**src/rtl/oms_map.vh**
```
// register map, field positions, reset values and timing figures
// for the motion sensor register bank; definitions only
`ifndef OMS_MAP_VH
`define OMS_MAP_VH

// ==========================================================
// register offsets
`define OMS_ADDR_CONFIG 7'h40
`define OMS_ADDR_STATUS 7'h41
`define OMS_ADDR_VMOTION 7'h42
`define OMS_ADDR_HMOTION 7'h43
`define OMS_ADDR_QUALITY 7'h44
`define OMS_ADDR_BRIGHT 7'h45
`define OMS_ADDR_DARK 7'h46
`define OMS_ADDR_BR_TOTAL 7'h47
`define OMS_ADDR_DUMP 7'h48
`define OMS_ADDR_EXP_HIGH 7'h49
`define OMS_ADDR_EXP_LOW 7'h4A
`define OMS_ADDR_INTERVAL 7'h4B

// ==========================================================
// configuration fields
`define OMS_CFG_RESET_BIT 7
`define OMS_CFG_PD_BIT 6
`define OMS_CFG_SHUTTER_BIT 5
`define OMS_CFG_AWAKE_BIT 0
`define OMS_CFG_WMASK 8'hE1

// ==========================================================
// reset values
`define OMS_RST_CONFIG 8'h00
`define OMS_RST_ZERO 8'h00
`define OMS_RST_DARK 6'h3F
`define OMS_RST_BRIGHT 6'h00

// ==========================================================
// timing
`define OMS_CLK_HZ 20000000
`define OMS_SLEEP_MS 1000
`define OMS_FRAME_RATE 1500
`define OMS_PORT_TIMEOUT_MS 90
`define OMS_SLEEP_CYC (`OMS_CLK_HZ / 1000 * `OMS_SLEEP_MS)
`define OMS_FRAME_CYC (`OMS_CLK_HZ / `OMS_FRAME_RATE)
`define OMS_TIMEOUT_CYC (`OMS_CLK_HZ / 1000 * `OMS_PORT_TIMEOUT_MS)

`endif

```
**src/rtl/oms_sync.v**
```verilog
// two flip-flop synchroniser, one per bit
// assumes inputs come from outside the clk_i domain
`timescale 1ns/1ps
module oms_sync #(
  parameter WIDTH = 2
) (
  // clock and reset
  input wire clk_i,
  input wire reset_n_i,
  // async in, synced out
  input wire [WIDTH-1:0] async_i,
  output wire [WIDTH-1:0] sync_o
);

  reg [WIDTH-1:0] meta_reg;
  reg [WIDTH-1:0] sync_reg;

  // ==========================================================
  // stages
  genvar g;
  generate
    for (g = 0; g < WIDTH; g = g + 1) begin : g_bit
      always @(posedge clk_i) begin
        if (!reset_n_i) begin
          // port pins idle high; low here would fake an edge after reset
          meta_reg[g] <= 1'b1;
          sync_reg[g] <= 1'b1;
        end else begin
          meta_reg[g] <= async_i[g];
          sync_reg[g] <= meta_reg[g];
        end
      end
    end
  endgenerate

  assign sync_o = sync_reg;

endmodule

```
**src/rtl/oms_motion_acc.v**
```verilog
// signed 8-bit motion accumulator, saturating, cleared when taken
// assumes delta and take come from logic on clk_i
`timescale 1ns/1ps
`include "oms_map.vh"
module oms_motion_acc (
  // clock and reset
  input wire clk_i,
  input wire reset_n_i,
  input wire clear_i,
  // motion in
  input wire delta_vld_i,
  input wire [7:0] delta_i,
  // report
  input wire take_i,
  output wire [7:0] count_o
);

  reg [7:0] count_reg;
  reg [7:0] count_next;
  wire [8:0] sum;

  assign sum = {count_reg[7], count_reg} + {delta_i[7], delta_i};

  // ==========================================================
  // accumulate
  always @* begin
    count_next = count_reg;
    if (take_i) begin
      // motion in the reporting cycle is kept, not lost
      count_next = delta_vld_i ? delta_i : 8'h00;
    end else if (delta_vld_i) begin
      if (sum[8] != sum[7]) begin
        count_next = sum[8] ? 8'h80 : 8'h7F;
      end else begin
        count_next = sum[7:0];
      end
    end
  end

  always @(posedge clk_i) begin
    if (!reset_n_i || clear_i) begin
      count_reg <= `OMS_RST_ZERO;
    end else begin
      count_reg <= count_next;
    end
  end

  assign count_o = count_reg;

endmodule

```
**src/rtl/oms_regs.v**
```verilog
// register bank of the motion sensor behind its two-wire serial port
// assumes frame statistics arrive from imaging logic on clk_i;
// sck and sdio come from the controller and are synchronised here
//
// Operation
// - controller reads and writes registers over the two-wire serial port
// - configuration at 0x40, read/write, resets to 0x00
// - configuration bit 7 resets the part when one; zero does nothing
// - configuration bit 6 powers down all analog circuitry
// - bit 5 clear keeps LED lit up to a second; set follows shutter
// - bit 0 forces awake; clear sleeps after one idle second; 1500 fps
// - status at 0x41 gives product code, reserved zeros, awake bit
// - vertical motion at 0x42, signed count since last report, resets zero
// - reading vertical motion returns the count then clears it
// - surface quality at 0x44 is upper eight bits of feature count
// - surface quality saturates at 255, near zero without a surface
// - brightest pixel at 0x45, six bits, upper bits zero, reset zero
// - darkest pixel at 0x46, six bits, upper bits zero, reset 0x3f
// - pixel sum, image dump, exposure and interval decoded at 0x47-0x4B
// - writes to unassigned addresses ignored, reads return zero
// - writing 0x80 resets, keeps other bits, reset bit self-clears
`timescale 1ns/1ps
`include "oms_map.vh"
module oms_regs #(
  parameter SLEEP_CYCLES = `OMS_SLEEP_CYC,
  parameter FRAME_CYCLES = `OMS_FRAME_CYC,
  parameter TIMEOUT_CYCLES = `OMS_TIMEOUT_CYC,
  // arbitrary value, not tied to any part
  parameter [2:0] PRODUCT_CODE = 3'h5
) (
  // clock and reset
  input wire clk_i,
  input wire reset_n_i,
  // serial port
  input wire sck_i,
  input wire sdio_i,
  output reg sdio_o,
  output reg sdio_oe_o,
  // frame statistics
  input wire frame_done_i,
  input wire [7:0] frame_dx_i,
  input wire [7:0] frame_dy_i,
  input wire [8:0] feature_count_i,
  input wire [5:0] pixel_max_i,
  input wire [5:0] pixel_min_i,
  input wire [7:0] pixel_sum_i,
  input wire [15:0] exposure_i,
  input wire [7:0] interval_i,
  input wire [7:0] dump_data_i,
  input wire shutter_open_i,
  // sensor control
  output reg analog_shutdown_o,
  output reg led_o,
  output reg awake_o,
  output reg frame_start_o,
  output reg soft_reset_o,
  output reg dump_rearm_o,
  output reg dump_advance_o
);

  localparam ST_ADDR = 2'h0;
  localparam ST_WDATA = 2'h1;
  localparam ST_RDATA = 2'h2;

  wire [1:0] port_sync;
  wire sck_s;
  wire sdio_s;
  reg sck_d_reg;
  wire sck_rise;
  wire sck_fall;

  reg [1:0] state_reg;
  reg [2:0] bit_cnt_reg;
  reg [7:0] addr_reg;
  reg [7:0] wdata_reg;
  reg [7:0] rd_shift_reg;
  reg hold_reg;
  reg [31:0] tmo_cnt_reg;
  wire tmo_hit;
  wire [7:0] shift_in;

  reg [7:0] cfg_reg;
  reg soft_rst_reg;
  wire clear_all;
  reg [7:0] quality_reg;
  reg [5:0] bright_reg;
  reg [5:0] dark_reg;
  reg [7:0] br_total_reg;
  reg [15:0] exposure_reg;
  reg [7:0] interval_reg;
  reg [31:0] idle_cnt_reg;
  reg [31:0] frame_cnt_reg;

  reg [7:0] read_data;
  wire rd_take;
  wire wr_take;
  wire take_v;
  wire take_h;
  wire [7:0] vmotion;
  wire [7:0] hmotion;
  wire motion_seen;

  // ==========================================================
  // pin synchronisers and sck edges
  oms_sync #(
    .WIDTH(2)
  ) u_sync (
    .clk_i(clk_i),
    .reset_n_i(reset_n_i),
    .async_i({sck_i, sdio_i}),
    .sync_o(port_sync)
  );

  assign sck_s = port_sync[1];
  assign sdio_s = port_sync[0];

  always @(posedge clk_i) begin
    if (!reset_n_i) begin
      // matches idle-high sck, so no false rise follows reset
      sck_d_reg <= 1'b1;
    end else begin
      sck_d_reg <= sck_s;
    end
  end

  assign sck_rise = sck_s & ~sck_d_reg;
  assign sck_fall = ~sck_s & sck_d_reg;
  assign shift_in = {addr_reg[6:0], sdio_s};

  // ==========================================================
  // read decode
  always @* begin
    case (shift_in[6:0])
      `OMS_ADDR_CONFIG: read_data = cfg_reg;
      `OMS_ADDR_STATUS: read_data = {PRODUCT_CODE, 4'h0, awake_o};
      `OMS_ADDR_VMOTION: read_data = vmotion;
      `OMS_ADDR_HMOTION: read_data = hmotion;
      `OMS_ADDR_QUALITY: read_data = quality_reg;
      `OMS_ADDR_BRIGHT: read_data = {2'h0, bright_reg};
      `OMS_ADDR_DARK: read_data = {2'h0, dark_reg};
      `OMS_ADDR_BR_TOTAL: read_data = br_total_reg;
      `OMS_ADDR_DUMP: read_data = dump_data_i;
      `OMS_ADDR_EXP_HIGH: read_data = exposure_reg[15:8];
      `OMS_ADDR_EXP_LOW: read_data = exposure_reg[7:0];
      `OMS_ADDR_INTERVAL: read_data = interval_reg;
      default: read_data = 8'h00;
    endcase
  end

  // address phase done with first bit low means read
  assign rd_take = (state_reg == ST_ADDR) && sck_rise &&
                   (bit_cnt_reg == 3'h7) && !addr_reg[6];
  assign wr_take = (state_reg == ST_WDATA) && sck_rise &&
                   (bit_cnt_reg == 3'h7);
  assign take_v = rd_take && (shift_in[6:0] == `OMS_ADDR_VMOTION);
  assign take_h = rd_take && (shift_in[6:0] == `OMS_ADDR_HMOTION);

  // ==========================================================
  // serial port engine
  // a stuck transaction is abandoned so controller can resync
  assign tmo_hit = (tmo_cnt_reg >= TIMEOUT_CYCLES - 1);

  always @(posedge clk_i) begin
    if (!reset_n_i) begin
      tmo_cnt_reg <= 32'h0;
    end else if (state_reg == ST_ADDR && bit_cnt_reg == 3'h0) begin
      tmo_cnt_reg <= 32'h0;
    end else begin
      tmo_cnt_reg <= tmo_cnt_reg + 32'h1;
    end
  end

  always @(posedge clk_i) begin
    if (!reset_n_i || tmo_hit) begin
      state_reg <= ST_ADDR;
      bit_cnt_reg <= 3'h0;
      addr_reg <= 8'h00;
      wdata_reg <= 8'h00;
      rd_shift_reg <= 8'h00;
      hold_reg <= 1'b0;
      sdio_o <= 1'b0;
      sdio_oe_o <= 1'b0;
    end else begin
      case (state_reg)
        ST_ADDR: begin
          if (sck_fall && hold_reg) begin
            // last read bit held until this falling edge
            sdio_oe_o <= 1'b0;
            hold_reg <= 1'b0;
          end
          if (sck_rise) begin
            addr_reg <= shift_in;
            bit_cnt_reg <= bit_cnt_reg + 3'h1;
            if (bit_cnt_reg == 3'h7) begin
              if (addr_reg[6]) begin
                state_reg <= ST_WDATA;
              end else begin
                rd_shift_reg <= read_data;
                state_reg <= ST_RDATA;
              end
            end
          end
        end
        ST_WDATA: begin
          if (sck_rise) begin
            wdata_reg <= {wdata_reg[6:0], sdio_s};
            bit_cnt_reg <= bit_cnt_reg + 3'h1;
            if (bit_cnt_reg == 3'h7) begin
              state_reg <= ST_ADDR;
            end
          end
        end
        ST_RDATA: begin
          if (sck_fall) begin
            sdio_oe_o <= 1'b1;
            sdio_o <= rd_shift_reg[7];
            rd_shift_reg <= {rd_shift_reg[6:0], 1'b0};
          end
          if (sck_rise) begin
            bit_cnt_reg <= bit_cnt_reg + 3'h1;
            if (bit_cnt_reg == 3'h7) begin
              hold_reg <= 1'b1;
              state_reg <= ST_ADDR;
            end
          end
        end
        default: begin
          state_reg <= ST_ADDR;
          bit_cnt_reg <= 3'h0;
        end
      endcase
    end
  end

  // ==========================================================
  // configuration and soft reset
  always @(posedge clk_i) begin
    if (!reset_n_i) begin
      cfg_reg <= `OMS_RST_CONFIG;
      soft_rst_reg <= 1'b0;
      dump_rearm_o <= 1'b0;
    end else begin
      soft_rst_reg <= cfg_reg[`OMS_CFG_RESET_BIT];
      dump_rearm_o <= wr_take &&
                      (addr_reg[6:0] == `OMS_ADDR_DUMP);
      if (wr_take && addr_reg[6:0] == `OMS_ADDR_CONFIG) begin
        // other bits of a reset write are kept
        cfg_reg <= {wdata_reg[6:0], sdio_s} & `OMS_CFG_WMASK;
      end else if (cfg_reg[`OMS_CFG_RESET_BIT]) begin
        cfg_reg[`OMS_CFG_RESET_BIT] <= 1'b0;
      end
    end
  end

  // soft reset clears counters, statistics and sleep state but not configuration or the serial port engine
  assign clear_all = soft_rst_reg;

  // ==========================================================
  // motion counters
  oms_motion_acc u_vmotion (
    .clk_i(clk_i),
    .reset_n_i(reset_n_i),
    .clear_i(clear_all),
    .delta_vld_i(frame_done_i),
    .delta_i(frame_dy_i),
    .take_i(take_v),
    .count_o(vmotion)
  );

  oms_motion_acc u_hmotion (
    .clk_i(clk_i),
    .reset_n_i(reset_n_i),
    .clear_i(clear_all),
    .delta_vld_i(frame_done_i),
    .delta_i(frame_dx_i),
    .take_i(take_h),
    .count_o(hmotion)
  );

  // ==========================================================
  // frame statistics
  always @(posedge clk_i) begin
    if (!reset_n_i || clear_all) begin
      quality_reg <= `OMS_RST_ZERO;
      bright_reg <= `OMS_RST_BRIGHT;
      dark_reg <= `OMS_RST_DARK;
      br_total_reg <= `OMS_RST_ZERO;
      exposure_reg <= 16'h0000;
      interval_reg <= `OMS_RST_ZERO;
    end else if (frame_done_i) begin
      // nine-bit count tops out at 255 after dropping bit 0
      quality_reg <= feature_count_i[8:1];
      bright_reg <= pixel_max_i;
      dark_reg <= pixel_min_i;
      br_total_reg <= pixel_sum_i;
      exposure_reg <= exposure_i;
      interval_reg <= interval_i;
    end
  end

  always @(posedge clk_i) begin
    if (!reset_n_i) begin
      dump_advance_o <= 1'b0;
    end else begin
      dump_advance_o <= rd_take &&
                        (shift_in[6:0] == `OMS_ADDR_DUMP);
    end
  end

  // ==========================================================
  // sleep, frame pacing, analog and led control
  assign motion_seen = frame_done_i &&
                       ((frame_dx_i != 8'h00) || (frame_dy_i != 8'h00));

  always @(posedge clk_i) begin
    if (!reset_n_i || clear_all) begin
      idle_cnt_reg <= 32'h0;
      awake_o <= 1'b1;
    end else if (cfg_reg[`OMS_CFG_PD_BIT]) begin
      idle_cnt_reg <= 32'h0;
      awake_o <= 1'b0;
    end else if (motion_seen || cfg_reg[`OMS_CFG_AWAKE_BIT]) begin
      idle_cnt_reg <= 32'h0;
      awake_o <= 1'b1;
    end else if (idle_cnt_reg >= SLEEP_CYCLES - 1) begin
      awake_o <= 1'b0;
    end else begin
      idle_cnt_reg <= idle_cnt_reg + 32'h1;
    end
  end

  // frames only paced while awake; asleep the imager idles
  always @(posedge clk_i) begin
    if (!reset_n_i || clear_all || !awake_o) begin
      frame_cnt_reg <= 32'h0;
      frame_start_o <= 1'b0;
    end else if (frame_cnt_reg >= FRAME_CYCLES - 1) begin
      frame_cnt_reg <= 32'h0;
      frame_start_o <= 1'b1;
    end else begin
      frame_cnt_reg <= frame_cnt_reg + 32'h1;
      frame_start_o <= 1'b0;
    end
  end

  always @(posedge clk_i) begin
    if (!reset_n_i) begin
      analog_shutdown_o <= 1'b0;
      led_o <= 1'b0;
      soft_reset_o <= 1'b0;
    end else begin
      analog_shutdown_o <= cfg_reg[`OMS_CFG_PD_BIT];
      soft_reset_o <= soft_rst_reg;
      if (cfg_reg[`OMS_CFG_PD_BIT]) begin
        led_o <= 1'b0;
      end else if (cfg_reg[`OMS_CFG_SHUTTER_BIT]) begin
        led_o <= shutter_open_i;
      end else begin
        led_o <= awake_o;
      end
    end
  end

endmodule

```
**config.mk**
```make
export PLATFORM = sky130hd
export DESIGN_NAME = oms_regs
export DESIGN_NICKNAME = d
export VERILOG_FILES = /design/src/rtl/oms_sync.v /design/src/rtl/oms_motion_acc.v /design/src/rtl/oms_regs.v
export VERILOG_INCLUDE_DIRS = /design/src /design/src/rtl
export SDC_FILE = /design/constraint.sdc
export NUM_CORES = 1
export LEC_CHECK = 0
export BUFFER_PORTS_ARGS = -buffer_cell sky130_fd_sc_hd__clkbuf_2
export CORE_UTILIZATION = 40
export DETAILED_ROUTE_END_ITERATION = 16
export PLACE_DENSITY = 0.63
export SLEW_MARGIN = 20
export SYNTH_ARGS = -nofsm -noshare
export SYNTH_HDL_FRONTEND = slang
export SYNTH_HIERARCHICAL = 1
export SYNTH_SLANG_ARGS = --single-unit
```
**constraint.sdc**
```tcl
create_clock -name clk_i -period 3.2 [get_ports clk_i]
set_clock_uncertainty 0.1 [all_clocks]
set_input_delay 0.16 -clock clk_i [delete_from_list [all_inputs] [get_ports clk_i]]
set_output_delay 0.16 -clock clk_i [all_outputs]
set_load 0.02 [all_outputs]
```
**Yosys cells after proc, flatten, opt, wreduce, memory -nomap -nowiden**

Cells that the tools add are included.

- Bits in registers: 211
- Input bits: 83
- Logic and storage cells: 154

- Add/subtract/negate cells: 6
- Order comparisons: 3
- Eq/ne operators: 28
- Multiplexer cells: 33
- Bitwise operators: 6
- Reduce and logical (&&, ||, !) cells: 44

Operators with widths:

| cell | number |
|---|---|
| 8-bit 2-to-1 mux | 14 |
| 7-bit equality test (second input constant) | 14 |
| 32-bit by 1-bit adder with 32-bit output (second input constant) | 3 |
| 8-bit one-hot mux with 12 select lines | 1 |
| 32-bit by 14-bit greater-or-equal comparator with 1-bit output (second input constant) | 1 |
| 32-bit by 21-bit greater-or-equal comparator with 1-bit output (second input constant) | 1 |
| 32-bit by 25-bit greater-or-equal comparator with 1-bit output (second input constant) | 1 |
| 8-bit by 8-bit adder with 9-bit output | 2 |
| 8-bit one-hot mux with 2 select lines | 1 |
| 8-bit nonzero test | 2 |
| 1-bit logical AND | 13 |
| 2-bit inequality test (second input constant) | 6 |
| 2-bit 2-to-1 mux | 5 |
| 2-bit OR reduction | 5 |
| 1-bit 2-to-1 mux | 9 |
| 2-bit AND reduction | 4 |
| 4-bit AND reduction | 2 |
| 2-bit by 1-bit inequality test with 1-bit output (second input constant) | 3 |
| 2-bit nonzero test | 3 |
| 3-bit OR reduction | 2 |
| 1-bit logical OR | 5 |
| 5-bit AND reduction | 1 |
| 1-bit NOT | 4 |
| 1-bit one-hot mux with 2 select lines | 2 |
| other kinds (12) | 16 |

**Logic depth before layout (Yosys ltp)**

- Depth after elaboration: 7
- Mapped depth: 13
- Depth with buffers taken out: 10

**Cells and area by module**

The synthesis kept the hierarchy.

Modules (own cells, without submodules):

| module | instances | cells each | area an instance (sq um) | sequential area each (sq um) |
|---|---|---|---|---|
| oms_regs | 1 | 968 | 8649.5 | 3823.7 |
| oms_motion_acc (u_hmotion) | 1 | 125 | 984.7 | 160.2 |
| oms_motion_acc (u_vmotion) | 1 | 101 | 840.8 | 160.2 |
| oms_sync | 1 | 8 | 105.1 | 80.1 |

**Worst setup path before layout**

OpenSTA, ideal clock, no wires.

- Path kind: register to register
- From: register state_reg[0]
- To: register u_vmotion.count_reg[5], in the netlist u_vmotion/count_o[5]
- Library setup time: 0.122 ns
- Arrival time: 2.283 ns
- Data required time: 2.978 ns
- Setup slack: 0.695 ns
- Cell stages (with the launch flop): 14
- Path through: dfxtp_1 > inv_1 > ha_1 > buf_2 > and3b_1 > buf_4 > nand3b_2 > nor3_1 > clkbuf_1 > and2_1 > clkbuf_1 > a22oi_1 > nor2_1 > a221o_1

- Cells in the longest elaborated chain, start to end: 6

RTL lines:

| element | line | RTL |
|---|---|---|
| start: declaration | oms_regs.v:72 | `reg [1:0] state_reg;` |
| start signal: assignment | oms_regs.v:175 | `state_reg <= ST_ADDR;` |
| start signal: assignment | oms_regs.v:196 | `state_reg <= ST_WDATA;` |
| start signal: assignment | oms_regs.v:199 | `state_reg <= ST_RDATA;` |
| 2-bit logical NOT * | oms_regs.v:151 | `assign rd_take = (state_reg == ST_ADDR) && sck_rise &&` |
| 1-bit logical AND * (2 in series) | oms_regs.v:151 |  |
| 1-bit logical AND * | oms_regs.v:152 | `(bit_cnt_reg == 3'h7) && !addr_reg[6];` |
| 1-bit logical AND * | oms_regs.v:155 | `` assign take_v = rd_take && (shift_in[6:0] == `OMS_ADDR_VMOTION); `` |
| net take_v | oms_regs.v:97 | `wire take_v;` |
| 8-bit 2-to-1 mux / 2-bit nonzero test (equally long branches) | n/a |  |
| end signal: assignment | oms_motion_acc.v:42 | `` count_reg <= `OMS_RST_ZERO; `` |
| end signal: assignment | oms_motion_acc.v:44 | `count_reg <= count_next;` |
| end: declaration | oms_motion_acc.v:18 | `reg [7:0] count_reg;` |

The timed path passes the listed nets; every way through them passes the cells marked *.
A chain may end at the register's enable or synchronous reset.

**Worst setup path in the final report**

- From: register u_vmotion.count_reg[0], in the netlist u_vmotion/count_o[0]
- To: register u_vmotion.count_reg[0], in the netlist u_vmotion/count_o[0]

- Cells in the longest elaborated chain, start to end: 5

RTL lines:

| element | line | RTL |
|---|---|---|
| 8-bit by 8-bit adder with 9-bit output * | oms_motion_acc.v:22 | `assign sum = {count_reg[7], count_reg} + {delta_i[7], delta_i};` |
| 8-bit 2-to-1 mux / 1-bit inequality test (equally long branches) | oms_motion_acc.v:33, oms_motion_acc.v:32 |  |
| 8-bit 2-to-1 mux * | oms_motion_acc.v:32 | `if (sum[8] != sum[7]) begin` |
| 8-bit 2-to-1 mux * | oms_motion_acc.v:31 | `end else if (delta_vld_i) begin` |
| 8-bit 2-to-1 mux * | oms_motion_acc.v:28 | `if (take_i) begin` |

Mark *: on every way between the ends. The rest lies on a longest branch, timed or not. The select of a mux whose other input is x is not followed.

==> key figures <==
Worst setup path
  – Bufs and invs on worst path: 1
  – Setup Crit Path Kind: reg2reg
  – CP required: 3.55 ns
  – R2R Path Start: u_vmotion/count_o[0]
  – CP Depth: 8
  – CP Cell Sequence: ha_1 > inv_1 > fa_1 > nand2b_1 > a211oi_2 > a211oi_2 > a2111oi_4 > a221o_1
  – Worst setup path start: u_vmotion/count_o[0]
  – CP top delay family: compound AO/OA/AOI/OAI gates
  – CP max stage delay: 0.58 ns
  – CP startpoint kind: flip-flop
  – Worst reg2reg path depth: 8
  – Crit-path slowest cell: a2111oi_4
  – WP data arrival: 3.01 ns
  – Reg2reg end: u_vmotion/count_o[0]
  – Crit. End Element: flip-flop
  – CP most frequent cell: a211oi_2
  – Flop-to-flop setup slack: 0.54 ns
  – Max FO, Critical Path: 7

Timing
  – Final hold violations: 0
  – Worst slew pin tran: 0.734 ns
  – Final setup violation count: 0
  – RSZ-0062 raised after global routing: false
  – Final period util: 83.0%
  – Achievable Freq: 0.376 GHz
  – Setup TNS: 0 ns
  – Slew Limit Fails: 0
  – Worst relative slew slack: 51.0%
  – Tmin final: 2.66 ns

Yosys
  – Register area share after synthesis: 39.9%
  – Compound-Gate Fraction of Synth Area: 16.6%
  – Number of synthesized flops with an enable pin: 0
  – Ys async rst share: 0%
  – Syn avg cell area: 8.80 sq um
  – Simple-Gate Fraction of Synth Area: 24.9%
  – Synth cell types: 90
  – Yosys reg bits: 211
  – Synth Area in Adders: 3.57%
  – Mux cell area share after synthesis: 7.62%
  – Combinational family with the most area after synthesis: simple AND/OR/NAND/NOR gates
  – Post-Syn Area: 10600 sq um
  – Synthesized instance count: 1202
  – Main synth FF type: dfxtp_1
  – YS warnings: 6
  – Xor and xnor fraction of the mapped netlist area: 3.56%

Pwr
  – Logic pwr share: 17.4%
  – Leak: 4.94 nW
  – Power per Cell Area: 548 nW/um^2
  – VDD IR-drop max: 0.515 mV
  – Clock power share: 42.3%
  – Net switching power: 1.89 mW
  – Reg power frac: 40.3%
  – Total power: 7.11 mW
  – Sw Share: 26.5%
  – Internal cell power: 5.22 mW

CTS
  – Post-CTS Setup Bufs: 0
  – Root buffer cell: clkbuf_16
  – Depth of the CTS H-tree: 1
  – Num CTS Buffers: 23
  – Clk Latency, worst-skew pair: 0.51 ns
  – Clock Sinks: 211
  – Hold_buf cts: 63
  – Clock-pin slew on the worst setup and hold paths: 0.06 ns
  – TritonCTS clock tree: yes
  – CTS Buffer Depth: 3
  – Post-CTS resize count: 0

Routing
  – Routed Antenna Nets: 0
  – Total wire length: 27200 microns
  – 1st-iter DRT viols: 627
  – Wire per inst: 15.9 microns
  – DRC Markers: 0
  – DR vias: 9463
  – Initial DRT Pass Iterations: 5
  – Vias per inst: 5.51

Placement
  – Post-DP HPWL: 18900 microns
  – Post-DP Area: 11500 sq um
  – Post-Place Cells: 1611
  – Port Buffers: 90
  – Placer Congestion: 0.915

Global route
  – Vias in the first global route: 8582
  – Largest net degree at the start of global routing: 47
  – Total GRT Usage: 19.7%
  – Initial antenna violation count: 0
  – First-pass GRT wire length: 43200 microns
  – GRT overflow: 0

Floorplanning
  – Initial core utilization: 40.7%
  – Die Width: 165 microns
  – Die ar.: 27100 sq um
  – Io pins: 92
  – Total core area: 26000 sq um
  – Core Rows: 59
  – Die Y: 165 microns

Flow run
  – Max-cap violations: 0

Layout
  – Fin nets: 1476
  – Final Non-Filler Cells: 1716
  – FILL cells: 2450
  – Design area: 13000 sq um
  – Ratio of cells with drive above 1 in the final layout: 14.3%
  – Area growth from synthesis to layout: 22.6%
  – Antenna cell count: 0

Status
  – Status: completed

Worst hold path
  – Hold Path Origin: frame_dx_i[7]
  – Hold Path Sink: u_hmotion/count_o[7]
  – WHS Path Cells: 4
  – Hold Crit Class: in2reg
==> power by group through the flow <==
stage | clock network, mW | logic [mW] | registers, mW
3_3_place_gp | 0 | 1.14 | 2.92
2_1_floorplan | 0 | 0.889 | 2.87
5_1_grt | 3.19 | 1.35 | 2.88
3_5_place_dp | 0 | 1.15 | 2.92
6_report | 3.01 | 1.23 | 2.87
4_1_cts | 3.06 | 1.22 | 2.86
==> how the worst max path moves through the flow <==
stage                           end  slack (ns)
5_1_grt        u_vmotion/count_o[5]        0.34
3_3_place_gp   u_vmotion/count_o[0]        0.63
2_1_floorplan  u_vmotion/count_o[5]        0.69
4_1_cts        u_vmotion/count_o[0]        0.54
6_report       u_vmotion/count_o[0]        0.54
3_5_place_dp   u_vmotion/count_o[0]        0.56
==> per-layer routing <==
metal | GRT usage (%) | share of wire, %
met5 | 0 | 0
met4 | 5.34 | 2.1
met3 | 3.92 | 6.8
met2 | 30.1 | 44
met1 | 28.0 | 47
==> synth_stat cells (10+ instances only) <==
cell,number,share of area [%]
dfxtp_1,211,40
nor2_1,145,5.1
nand2_1,80,2.8
mux2i_1,76,7.2
a21oi_1,64,3.0
nand3_1,55,2.6
inv_1,34,1.2
clkbuf_1,31,1.1
o21ai_0,31,1.5
xnor2_1,30,2.5
nor3_1,28,1.3
ha_1,27,3.2
nor4_1,24,1.4
nand4_1,21,1.2
nor2b_1,21,1.2
a22oi_1,20,1.4
and2_1,18,1.1
o31ai_1,18,1.3
or4_1,18,1.3
nand2b_1,17,1.0
buf_2,14,0.66
or3_1,14,0.83
xor2_1,13,1.1
and3_1,12,0.71
buf_1,11,0.39
a31oi_1,10,0.59
==> placed cells by master, fill, tap and decap left out, drive strengths merged, types with 21 or more instances in the layout <==
cell | synthesis | routed
dfxtp | 211 | 211
nor2 | 146 | 146
clkbuf | 31 | 119
nand2 | 82 | 82
mux2i | 76 | 76
a21oi | 64 | 64
dlygate4sd3 | 0 | 63
nand3 | 57 | 57
o21ai | 38 | 38
inv | 34 | 35
xnor2 | 30 | 30
nor4 | 30 | 30
buf | 30 | 29
nor3 | 29 | 29
ha | 27 | 27
nand4 | 21 | 21
nor2b | 21 | 21
==> final cells by class <==
type | instances | area [sq um] | area share, %
Clock inverter | 12 | 225 | 1.74
Inverter | 35 | 131 | 1.01
Timing Repair Buffer | 181 | 1290 | 9.97
Multi-Input combinational cell | 912 | 6030 | 46.5
Sequential cell | 211 | 4220 | 32.6
Clock buffer | 30 | 652 | 5.02
Tap cell | 335 | 419 | 3.23
==> through the flow <==
step                      setup slack [ns]  util [%]  hold slack, ns
final                                0.544      49.9          0.0191
after global routing                 0.345      49.9          0.0349
after CTS                            0.545      49.9         0.00204
after detailed placement             0.564      44.1           0.267
after global placement               0.626      44.1           0.272
after floorplan                      0.695         -           0.133
==> worst reg2reg max path: cells and delay by family (launching register included) <==
kind	cells	cell delay [ns]
flip-flops	1	0.38
AO/OA/AOI/OAI	4	1.17
AND/OR/NAND/NOR	1	0.22
adder cells (fa/ha/maj)	2	0.65
buffers and inverters	1	0.08
==> logic make-up (layout without fill, tap and decap cells) <==
family / count (synthesis) / in the layout
AOI/OAI and AO/OA: 243 / 243
and+or+nand+nor: 499 / 499
xor gates and xnor gates: 43 / 43
muxes: 80 / 80
other: 1 / 18
DFF: 211 / 211
buffers and inverters: 96 / 258
adders and majority gates: 29 / 29
(Power assumes the default switching activity.)
